### src/rtl/nand_bus_regs.vh
// Bus cycle constants for the NAND host controller
`ifndef NAND_BUS_REGS_VH
`define NAND_BUS_REGS_VH
// Request kinds on the command port
`define KIND_CMD 3'h0
`define KIND_ADDR 3'h1
`define KIND_DIN 3'h2
`define KIND_DOUT 3'h3
`define KIND_ROWCOL 3'h4
// Address field widths and address cycle count
`define COL_BITS 13
`define WL_BITS 6
`define BLK_BITS 11
`define ADDR_CYCLES 3'h5
// Strobe timing: each strobe phase lasts at least this long, in ns
`define STROBE_NS 20
`define CLK_NS 5
`define STROBE_CYC ((`STROBE_NS + `CLK_NS - 1) / `CLK_NS)
`endif

### src/rtl/byte_fifo.v
// Synchronous FIFO with valid/ready on both sides
module byte_fifo #(
  parameter WIDTH = 8,
  parameter DEPTH = 8,
  parameter AW = 3
) (
  input wire ref_clk,
  input wire reset_n,
  input wire [WIDTH-1:0] in_data,
  input wire in_valid,
  output wire in_ready,
  output wire [WIDTH-1:0] out_data,
  output wire out_valid,
  input wire out_ready
);
  reg [WIDTH-1:0] mem [0:DEPTH-1];
  reg [AW-1:0] wr_q;
  reg [AW-1:0] rd_q;
  reg [AW:0] cnt_q;
  wire push = in_valid && in_ready;
  wire pop = out_valid && out_ready;
  assign in_ready = (cnt_q != DEPTH[AW:0]);
  assign out_valid = (cnt_q != {(AW+1){1'b0}});
  assign out_data = mem[rd_q];
  always @(posedge ref_clk) begin
    if (push) begin
      mem[wr_q] <= in_data;
    end
  end
  always @(posedge ref_clk or negedge reset_n) begin
    if (!reset_n) begin
      wr_q <= {AW{1'b0}};
      rd_q <= {AW{1'b0}};
      cnt_q <= {(AW+1){1'b0}};
    end else begin
      if (push) begin
        wr_q <= (wr_q == DEPTH[AW-1:0] - 1'b1) ? {AW{1'b0}} : wr_q + 1'b1;
      end
      if (pop) begin
        rd_q <= (rd_q == DEPTH[AW-1:0] - 1'b1) ? {AW{1'b0}} : rd_q + 1'b1;
      end
      if (push && !pop) begin
        cnt_q <= cnt_q + 1'b1;
      end else if (pop && !push) begin
        cnt_q <= cnt_q - 1'b1;
      end
    end
  end
endmodule

### src/rtl/strobe_timer.v
// Down counter that paces strobe phases
module strobe_timer #(
  parameter CW = 4
) (
  input wire ref_clk,
  input wire reset_n,
  input wire start,
  input wire [CW-1:0] length,
  output wire done
);
  reg [CW-1:0] cnt_q;
  // Done ignores start so that a caller may restart from done without a loop
  assign done = (cnt_q == {CW{1'b0}});
  always @(posedge ref_clk or negedge reset_n) begin
    if (!reset_n) begin
      cnt_q <= {CW{1'b0}};
    end else if (start) begin
      cnt_q <= length;
    end else if (cnt_q != {CW{1'b0}}) begin
      cnt_q <= cnt_q - 1'b1;
    end
  end
endmodule

### src/rtl/nand_host.v
// Host controller driving the NAND asynchronous bus cycles
// Functional notes
// - Command latched on strobe rise, cle only
// - Address latched on strobe rise, ale only
// - Full address is five address cycles
// - Data in: both latches low, guard high
// - Data out by toggling output strobe
// - Guard high for program/erase setup cycles
// - Cycle 1 carries column bits 7..0
// - Cycle 2 column 12..8, top bits low
// - Cycle 3 wordline 5..0, block 1..0
// - Cycle 4 carries block bits 9..2
// - Cycle 5 block bit 10, rest low
// - Column bit12 set with bits 10..7 nonzero is rejected
// - Output strobe high while device busy
`include "nand_bus_regs.vh"
module nand_host #(
  parameter FIFO_DEPTH = 8,
  parameter FIFO_AW = 3
) (
  input wire ref_clk,
  input wire reset_n,
  // Request port
  input wire req_valid,
  output reg req_ready,
  input wire [2:0] req_kind,
  input wire [7:0] req_byte,
  input wire [`COL_BITS-1:0] req_col,
  input wire [`WL_BITS-1:0] req_wl,
  input wire [`BLK_BITS-1:0] req_blk,
  input wire req_modify,
  // Read data stream
  output wire rd_valid,
  input wire rd_ready,
  output wire [7:0] rd_byte,
  output reg busy,
  output reg addr_error,
  // NAND pins
  output reg chip_select_n,
  output reg command_latch_en,
  output reg address_latch_en,
  output reg write_strobe_n,
  output reg output_strobe_n,
  output reg write_guard_n,
  input wire ready_busy_n,
  input wire [7:0] io_in,
  output reg [7:0] io_out,
  output reg io_oe
);
  localparam S_IDLE = 3'h0;
  localparam S_SETUP = 3'h1;
  localparam S_LOW = 3'h2;
  localparam S_HIGH = 3'h3;
  localparam S_RLOW = 3'h4;
  localparam S_RHIGH = 3'h5;
  localparam S_WAITRB = 3'h6;
  // Address cycle indices within the five-cycle address phase
  localparam [2:0] AC_COL_LO = 3'h0;
  localparam [2:0] AC_COL_HI = 3'h1;
  localparam [2:0] AC_ROW_LO = 3'h2;
  localparam [2:0] AC_ROW_MID = 3'h3;
  localparam [2:0] AC_ROW_HI = 3'h4;
  localparam [2:0] AC_LAST = `ADDR_CYCLES - 3'h1;
  // The phase length is a plain integer; only the timer's width is kept, on purpose
  localparam [31:0] STROBE_FULL = `STROBE_CYC;
  localparam [3:0] STROBE_LEN = STROBE_FULL[3:0];

  reg [2:0] state_q;
  reg [2:0] kind_q;
  reg [2:0] cyc_q;
  reg [`COL_BITS-1:0] col_q;
  reg [`WL_BITS-1:0] wl_q;
  reg [`BLK_BITS-1:0] blk_q;
  reg tmr_start;
  wire tmr_done;
  reg push_q;
  reg [7:0] push_byte_q;
  wire fifo_in_ready;
  wire read_go;
  wire addr_more;

  // Address cycle bytes from the latched column and row
  function [7:0] addr_byte;
    input [2:0] n;
    input [`COL_BITS-1:0] c;
    input [`WL_BITS-1:0] w;
    input [`BLK_BITS-1:0] b;
    begin
      case (n)
        AC_COL_LO: addr_byte = c[7:0];
        AC_COL_HI: addr_byte = {3'h0, c[12:8]};
        AC_ROW_LO: addr_byte = {b[1:0], w};
        AC_ROW_MID: addr_byte = b[9:2];
        AC_ROW_HI: addr_byte = {7'h00, b[10]};
        default: addr_byte = 8'h00;
      endcase
    end
  endfunction

  // 11 block bits: the fifth cycle carries only block bit 10, IO1 stays low
  function col_bad;
    input [`COL_BITS-1:0] c;
    begin
      col_bad = c[12] && (c[10:7] != 4'h0);
    end
  endfunction

  strobe_timer #(.CW(4)) u_tmr (
    .ref_clk(ref_clk),
    .reset_n(reset_n),
    .start(tmr_start),
    .length(STROBE_LEN),
    .done(tmr_done)
  );

  byte_fifo #(.WIDTH(8), .DEPTH(FIFO_DEPTH), .AW(FIFO_AW)) u_fifo (
    .ref_clk(ref_clk),
    .reset_n(reset_n),
    .in_data(push_byte_q),
    .in_valid(push_q),
    .in_ready(fifo_in_ready),
    .out_data(rd_byte),
    .out_valid(rd_valid),
    .out_ready(rd_ready)
  );

  // Read strobe falls only once the array is ready and the buffer has room
  assign read_go = ready_busy_n && fifo_in_ready && !push_q;
  // Timer restart and state step share this test so the phases cannot drift apart
  assign addr_more = (kind_q == `KIND_ROWCOL) && (cyc_q != AC_LAST);

  always @* begin
    tmr_start = 1'b0;
    case (state_q)
      S_IDLE: tmr_start = req_valid && req_ready;
      S_SETUP: tmr_start = tmr_done;
      S_LOW: tmr_start = tmr_done;
      S_HIGH: tmr_start = tmr_done && addr_more;
      S_WAITRB: tmr_start = read_go;
      S_RLOW: tmr_start = tmr_done;
      default: tmr_start = 1'b0;
    endcase
  end

  always @(posedge ref_clk or negedge reset_n) begin
    if (!reset_n) begin
      state_q <= S_IDLE;
      kind_q <= `KIND_CMD;
      cyc_q <= 3'h0;
      col_q <= {`COL_BITS{1'b0}};
      wl_q <= {`WL_BITS{1'b0}};
      blk_q <= {`BLK_BITS{1'b0}};
      req_ready <= 1'b0;
      busy <= 1'b0;
      addr_error <= 1'b0;
      chip_select_n <= 1'b1;
      command_latch_en <= 1'b0;
      address_latch_en <= 1'b0;
      write_strobe_n <= 1'b1;
      output_strobe_n <= 1'b1;
      write_guard_n <= 1'b0;
      io_out <= 8'h00;
      io_oe <= 1'b0;
      push_q <= 1'b0;
      push_byte_q <= 8'h00;
    end else begin
      push_q <= 1'b0;
      addr_error <= 1'b0;
      case (state_q)
        S_IDLE: begin
          // Idle deselects the device and releases the bus
          chip_select_n <= 1'b1;
          io_oe <= 1'b0;
          // Guard stays low outside modify sequences so stray cycles cannot alter the array
          write_guard_n <= 1'b0;
          req_ready <= 1'b1;
          if (req_valid && req_ready) begin
            req_ready <= 1'b0;
            kind_q <= req_kind;
            busy <= 1'b1;
            cyc_q <= 3'h0;
            chip_select_n <= 1'b0;
            write_guard_n <= req_modify;
            case (req_kind)
              `KIND_CMD: begin
                command_latch_en <= 1'b1;
                address_latch_en <= 1'b0;
                io_out <= req_byte;
                io_oe <= 1'b1;
                state_q <= S_SETUP;
              end
              `KIND_ADDR: begin
                command_latch_en <= 1'b0;
                address_latch_en <= 1'b1;
                io_out <= req_byte;
                io_oe <= 1'b1;
                state_q <= S_SETUP;
              end
              `KIND_DIN: begin
                command_latch_en <= 1'b0;
                address_latch_en <= 1'b0;
                io_out <= req_byte;
                io_oe <= 1'b1;
                state_q <= S_SETUP;
              end
              `KIND_DOUT: begin
                command_latch_en <= 1'b0;
                address_latch_en <= 1'b0;
                io_oe <= 1'b0;
                state_q <= S_WAITRB;
              end
              `KIND_ROWCOL: begin
                if (col_bad(req_col)) begin
                  addr_error <= 1'b1;
                  busy <= 1'b0;
                  chip_select_n <= 1'b1;
                  state_q <= S_IDLE;
                end else begin
                  col_q <= req_col;
                  wl_q <= req_wl;
                  blk_q <= req_blk;
                  command_latch_en <= 1'b0;
                  address_latch_en <= 1'b1;
                  io_out <= addr_byte(AC_COL_LO, req_col, req_wl, req_blk);
                  io_oe <= 1'b1;
                  state_q <= S_SETUP;
                end
              end
              default: begin
                busy <= 1'b0;
                chip_select_n <= 1'b1;
                state_q <= S_IDLE;
              end
            endcase
          end
        end
        S_SETUP: begin
          if (tmr_done) begin
            write_strobe_n <= 1'b0;
            state_q <= S_LOW;
          end
        end
        S_LOW: begin
          if (tmr_done) begin
            // Rising edge latches with both latches never high together
            write_strobe_n <= 1'b1;
            state_q <= S_HIGH;
          end
        end
        S_HIGH: begin
          if (tmr_done) begin
            if (addr_more) begin
              cyc_q <= cyc_q + 3'h1;
              io_out <= addr_byte(cyc_q + 3'h1, col_q, wl_q, blk_q);
              state_q <= S_SETUP;
            end else begin
              command_latch_en <= 1'b0;
              address_latch_en <= 1'b0;
              io_oe <= 1'b0;
              busy <= 1'b0;
              state_q <= S_IDLE;
            end
          end
        end
        S_WAITRB: begin
          // Strobe held high until the array read finishes and the FIFO has room
          if (read_go) begin
            output_strobe_n <= 1'b0;
            state_q <= S_RLOW;
          end
        end
        S_RLOW: begin
          if (tmr_done) begin
            push_byte_q <= io_in;
            push_q <= 1'b1;
            output_strobe_n <= 1'b1;
            state_q <= S_RHIGH;
          end
        end
        S_RHIGH: begin
          if (tmr_done) begin
            busy <= 1'b0;
            state_q <= S_IDLE;
          end
        end
        default: state_q <= S_IDLE;
      endcase
    end
  end
endmodule

### config.mk
export PLATFORM = sky130hd
export DESIGN_NAME = nand_host
export DESIGN_NICKNAME = d
export VERILOG_FILES = /design/src/rtl/byte_fifo.v /design/src/rtl/strobe_timer.v /design/src/rtl/nand_host.v
export VERILOG_INCLUDE_DIRS = /design/src /design/src/rtl
export SDC_FILE = /design/constraint.sdc
export NUM_CORES = 1
export LEC_CHECK = 0
export ABC_AREA = 1
export CAP_MARGIN = 20
export CORE_UTILIZATION = 30
export CTS_CLUSTER_SIZE = 30
export DETAILED_ROUTE_END_ITERATION = 7
export DONT_BUFFER_PORTS = 1
export HOLD_SLACK_MARGIN = 0.1
export SLEW_MARGIN = 20
export SYNTH_ARGS = -nofsm -noshare
export SYNTH_HDL_FRONTEND = slang
export SYNTH_SLANG_ARGS = --single-unit
### constraint.sdc
create_clock -name ref_clk -period 5.1 [get_ports ref_clk]
set_input_delay 0.255 -clock ref_clk [delete_from_list [all_inputs] [get_ports ref_clk]]
set_output_delay 0.255 -clock ref_clk [all_outputs]
set_load 0.01 [all_outputs]
# Word level (Yosys, flattened, before mapping)
# Memory sizes are Yosys's and may differ from the RTL's.
# Index checks and enable logic that the tools add are counted.
[op_classes] addsub=6 eq_ne=32 n_mux=63 bitwise_logic=1 reduce_logical=43
[op_table] cell="$pmux 8 s5" count=1
[op_table] cell="$mux 3" count=12
[op_table] cell="$mux 8" count=4
[op_table] cell="$pmux 8 s2" count=2
[op_table] cell="$mux 1" count=25
[op_table] cell="$eq 3x3->1 const B" count=8
[op_table] cell="$pmux 3 s7" count=1
[op_table] cell="$eq 3x2->1 const B" count=6
[op_table] cell="$ne 2x2->1 const B" count=9
[op_table] cell="$reduce_and 6->1" count=3
[op_table] cell="$mux 4" count=4
[op_table] cell="$pmux 1 s2" count=8
[op_table] cell="$reduce_bool 4->1" count=3
[op_table] cell="$reduce_or 3->1" count=4
[op_table] cell="$logic_and 1x1->1" count=10
[op_table] cell="$reduce_bool 2->1" count=5
[op_table] cell="$add 3x1->3 const B" count=3
[op_table] cell="$eq 3x1->1 const B" count=3
[op_table] cell="$logic_not 3->1" count=3
[op_table] cell="$pmux 1 s3" count=3
[op_table] cell="$pmux 3 s3" count=1
[op_table] cell="$reduce_and 3->1" count=3
[op_table] cell="$ne 4x2->1 const B" count=2
[op_table] cell="$reduce_and 4->1" count=2
[op_table] cell="other kinds (15)" count=20
[word_totals] register_bits=80 mem_bits_rw=64 inputBits=55 output_inout_bits=27 word_cells=169 memories=1
[mem_list] name="u_fifo.mem" words=8 width=8 rd=1 rd_ports_with_merged_regs=0 write_ports=1 line="byte_fifo.v:16" source="reg [WIDTH-1:0] mem [0:DEPTH-1];"

# Logic depth before layout (Yosys ltp)
[logic_depth] ltp_word=6 ltp_mapped=12 depth_no_buf=12

# Modules after synthesis
# A second synthesis with hierarchy kept.
[hier_totals] hier_cells=778 area_unflattened_um2=6870.3
[modules_own_cells] mod="nand_host" n_inst=1 cells_each=442 area_each_um2=3364.5 seq_area_each_um2=1655.3
[modules_own_cells] mod="byte_fifo" n_inst=1 cells_each=302 area_each_um2=3263.1 seq_area_each_um2=2172.1
[modules_own_cells] mod="strobe_timer" n_inst=1 cells_each=34 area_each_um2=242.7 seq_area_each_um2=100.1

# Worst setup path before layout
# No wires, ideal clock.
[synth_path] path_type="register -> register" start="reg u_fifo.cnt_q[0]" end="reg u_fifo.cnt_q[3]" setup_ns=0.131 arrival_time_ns=1.958 t_required_ns=4.969 path_slack_ns=3.011 path_stages_with_launch=13 n_path_buf=0 synth_period_minus_slack_ns=2.089 path_cell_list="dfrtp_1 nor2_1 nand3_1 nand2_1 inv_1 ha_1 inv_1 ha_1 a21oi_1 nand2_1 a21oi_1 o21ai_0 xor2_1"
[synth_between] elab_chain_len=5 elab_cells_between_ends=13 classes_between="add/sub (2); eq/ne (1); mux (2); reduce/logical (8)"
[synth_lines] item="from (decl)" line="byte_fifo.v:19" source="reg [AW:0] cnt_q;"
[synth_lines] item="from (signal assigned)" line="byte_fifo.v:34" source="cnt_q <= {(AW+1){1'b0}};"
[synth_lines] item="from (signal assigned)" line="byte_fifo.v:43" source="cnt_q <= cnt_q + 1'b1;"
[synth_lines] item="from (signal assigned)" line="byte_fifo.v:45" source="cnt_q <= cnt_q - 1'b1;"
[synth_lines] item="$ne 4x4->1 *" line="byte_fifo.v:22" source="assign in_ready = (cnt_q != DEPTH[AW:0]);"
[synth_lines] item="$logic_and 1x1->1 *" line="byte_fifo.v:20" source="wire push = in_valid && in_ready;"
[synth_lines] item="net u_fifo.push" line="byte_fifo.v:20"
[synth_lines] item="$logic_not 1->1" line="byte_fifo.v:44" source="end else if (pop && !push) begin"
[synth_lines] item="$logic_and 1x1->1" line="byte_fifo.v:44"
[synth_lines] item="$reduce_bool 2->1 (no line)"
# The timed path passes the listed nets; every way through them passes the cells marked *. The select of a mux whose other input is x is not followed.
# A chain may end at the register's enable or synchronous reset.

# Worst setup path in the final report
[layout_path] start="reg u_fifo.rd_q[0]" end="out rd_byte[1]"
[layout_between] elab_chain_len=1
[layout_lines] item="from (decl)" line="byte_fifo.v:18" source="reg [AW-1:0] rd_q;"
[layout_lines] item="from (signal assigned)" line="byte_fifo.v:33" source="rd_q <= {AW{1'b0}};"
[layout_lines] item="from (signal assigned)" line="byte_fifo.v:40" source="rd_q <= (rd_q == DEPTH[AW-1:0] - 1'b1) ? {AW{1'b0}} : rd_q + 1'b1;"
[layout_lines] item="$mem_v2 8x8"
[layout_lines] item="to (decl)" line="nand_host.v:35" source="output wire [7:0] rd_byte,"
# No other way between the ends.

==> results by group <==
Outcome
  – Status: finished, final reports clean

Yosys
  – Async SR Flop Fraction: 0.5556
  – Post-Syn Area: 6515 sq um
  – Post-synthesis sequential area ratio: 0.6028
  – Primary FF master, synth: dfrtp_1
  – Cells after Synth: 649
  – Syn_nets: 718
  – Post-synth EDFFs: 64
  – Synth warnings: 0
  – Post-synth cell types: 39
  – Mean Syn Cell Area: 10.04 sq um
  – Synthesis-stage register bit count: 144

Setup path
  – Worst EP required: 4.85 ns
  – Critical path, cell by cell: clkinv_1, nor2_1, o32ai_1, nand2_1, nand2_1
  – CP top delay family: buffers and inverters
  – CP most frequent cell: nand2_1
  – CP Buf/Inv Count: 1
  – CP max stage cell: clkinv_1
  – FF-to-FF path depth: 3
  – CP Capture Point: rd_byte[1]
  – R2r endpoint: u_fifo.rd_q[0]
  – Worst Path Arrival: 2.96 ns
  – Critical path fanouts, max: 34
  – Reg2Reg Setup Slack: 2.63 ns
  – Critical path class: reg2out
  – CP endpoint kind: primary output
  – Crit start category: register
  – Crit path depth: 5
  – Worst path max stage delay: 0.96 ns
  – Crit path from: u_fifo.rd_q[0]
  – Worst R2R Start: u_fifo.rd_q[0]

Detailed routing
  – DRT Pass-1 Iters: 4
  – Vias: 4663
  – Initial DRC Count: 392
  – Antenna viol nets, final: 0
  – Vias per inst: 4.744
  – Drt wl/cell: 15.39 microns
  – DRC viols: 0
  – Total Wirelength: 15.13 mm

Timing
  – Max-slew violations: 0
  – Setup TNS: 0 ns
  – Clk_skew: 0.01286 ns
  – Slew at the pin closest to its max-slew limit: 0.9706 ns
  – Fin. Hold Viols: 0
  – Crit share post-route: 0.6307
  – Hold WS: 0.1224 ns
  – Max Freq: 310.9 MHz
  – Unrepaired setup endpoints after global routing: no
  – Max-Slew Margin vs Limit: 0.3529
  – Final setup vio count: 0
  – Fin crit period: 3.217 ns

Place
  – Placed cell count: 904
  – Port bufs: 0
  – Hpwl dp: 10.46 mm
  – Global placer's final weighted congestion: 0.7948

Clock network
  – Cts bufs inserted: 17
  – Htree depth: 4
  – # Post-CTS Setup Buffers: 0
  – Clock sinks: 144
  – Worst-path clk slew: 0.06 ns
  – Clk_lat worst skew: 0.42 ns
  – Max Buffers Root-to-Sink: 2
  – CTS root buf: clkbuf_16
  – CTS tree: done

Min path
  – Hold WC Path Type: in2reg

Floorplan
  – Row Count: 53
  – CORE AREA: 21150 sq um
  – Floorplan die area: 22310 sq um
  – Io pins: 82
  – Initial core utilization: 0.3080
  – Die Y-Extent: 149.4 microns
  – Die W: 149.4 microns

Cells and area
  – P&R area growth vs syn: 19.97%
  – Layout cells sized above 1: 0.09901
  – Fillers: 2061
  – Non-filler instance count after layout: 983
  – # nets final: 763
  – Multi-input gate area: 2327 sq um
  – Sequential cell area: 3928 sq um

GRT
  – Initial antenna violation count: 1
  – Global-route wire length before repair: 24.69 mm
  – Grt total ovfl: 0
  – Largest net degree at the start of global routing: 81
  – Number of global-route vias before repair: 4594
  – Gr usage total: 0.1437

Power
  – Power per cell area: 548.3 nW/um^2
  – Leak: 0.003305 uW
  – Total Power: 4286 uW
  – Worst vdd ir: 0.3117 mV

Flow run
  – Max cap viols: 0
-- cell usage in the layout (no fill, tap or decap), types with 2 or more instances in the layout --
master and count:
nand2_1 165, dfrtp_1 77, nor2_1 74, edfxtp_1 64, o21ai_0 53, nand3_1 48
dlygate4sd3_1 45, inv_1 36, mux2_2 19, clkbuf_16 17, o32ai_1 16, ha_1 13
a21oi_1 10, o211ai_1 7, inv_6 5, o21ai_1 4, mux2_4 4, clkinv_1 3
nor3_1 3, inv_2 3, nand4_1 3, xnor2_1 3, dfstp_2 3, clkinv_4 3
buf_4 3, or2_2 2, nor2_4 2, xor2_1 2, o22ai_1 2, o21bai_1 2
clkbuf_1 2
-- cell type report --
type / count / share of cell area
Sequential cell: 144 / 0.5025
Multi-Input combinational cell: 441 / 0.2977
Timing Repair Buffer: 49 / 0.06403
Clock buffer: 19 / 0.05539
Tap cell: 275 / 0.04402
Inverter: 41 / 0.01969
Clock inverter: 13 / 0.01633
Antenna cell: 1 / 0.0003202
-- state kept, by name, indices dropped and copies added, names as in the netlist, 4 cells and up --
register	cells
u_fifo.mem	64
col_q	13
blk_q	11
io_out	8
push_byte_q	8
wl_q	6
u_fifo.cnt_q	4
u_tmr.cnt_q	4
-- synthesized netlist by cell type (2+ instances only) --
cell | count | area (sq um)
nand3_1 | 48 | 240.2
edfxtp_1 | 64 | 1922
buf_2 | 3 | 15.01
clkbuf_1 | 14 | 52.55
xnor2_1 | 3 | 26.28
mux2_4 | 4 | 60.06
nand2_1 | 165 | 619.3
nor2_1 | 74 | 277.8
nand4_1 | 3 | 18.77
clkinv_1 | 2 | 7.510
o21ai_0 | 53 | 265.3
dfstp_2 | 3 | 78.83
inv_2 | 3 | 11.26
buf_1 | 3 | 11.26
nor3_1 | 3 | 15.01
o22ai_1 | 2 | 12.51
o21ai_1 | 4 | 20.02
buf_6 | 2 | 22.52
ha_1 | 13 | 162.7
mux2_2 | 19 | 214.0
o32ai_1 | 16 | 140.1
o211ai_1 | 7 | 52.55
nor2_4 | 2 | 22.52
a21oi_1 | 10 | 50.05
o21bai_1 | 2 | 15.01
inv_1 | 36 | 135.1
dfrtp_1 | 77 | 1927
xor2_1 | 2 | 17.52
or2_2 | 2 | 12.51
-- cell families after synthesis --
logic type / after synthesis / synth area share
buffers and inverters: 64 / 0.03994
DFF: 144 / 0.6028
and+or+nand+nor: 302 / 0.1915
xor gates and xnor gates: 5 / 0.006723
adders and majority gates: 14 / 0.02804
AOI/OAI and AO/OA: 97 / 0.08892
muxes: 23 / 0.04206
-- metal layers --
| metal | wire length, microns | global-route usage | up-vias | share of wire |
|---|---|---|---|---|
| met2 | 7177 | 0.2231 | 125 | 0.47 |
| met5 | 0 | 0 | - | 0 |
| met4 | 147 | 0.04745 | 0 | 0.0097 |
| li1 | - | - | 2308 | - |
| met3 | 855 | 0.03700 | 14 | 0.057 |
| met1 | 6947 | 0.1942 | 2216 | 0.46 |
-- per-stage QoR --
stage | setup slack (ns) | cell area (sq um) | utilization
after detailed placement | 2.298 | 6775 | 0.3203
after global placement | 2.510 | 6775 | 0.3203
after CTS | 1.860 | 7814 | 0.3694
after floorplan | 3.011 | 6515 | -
final | 1.883 | 7816 | 0.3695
after global routing | 1.525 | 7816 | 0.3695
-- power breakdown --
group | leakage (uW) | internal [uW] | total, uW | switching [uW]
Combinational | 0.00146 | 475 | 1160 | 689
Sequential | 0.00157 | 1580 | 1940 | 364
Clock | 0.000273 | 682 | 1180 | 501
-- worst min-delay path by stage --
stage	start	to	depth (start not counted)
final	req_byte[6]	io_out[6]	4
after global routing	req_byte[5]	io_out[5]	4
after CTS	req_byte[6]	io_out[6]	4
after detailed placement	reset_n	blk_q[1]	0
after global placement	reset_n	blk_q[1]	0
after floorplan	reset_n	addr_error	0
-- what timing repair did --
| action | in CTS | in global routing |
|---|---|---|
| endpoints found under the hold margin | 126 | 0 |
| hold buffers | 46 | 0 |
| gates resized for setup | 0 | 0 |
-- worst register-to-register path: stages (launching register included) --
cell      delay, ns
dfrtp_1        0.90
clkinv_1       0.97
nand3_1        0.31
o21ai_0        0.14
(Power assumes the default switching activity.)
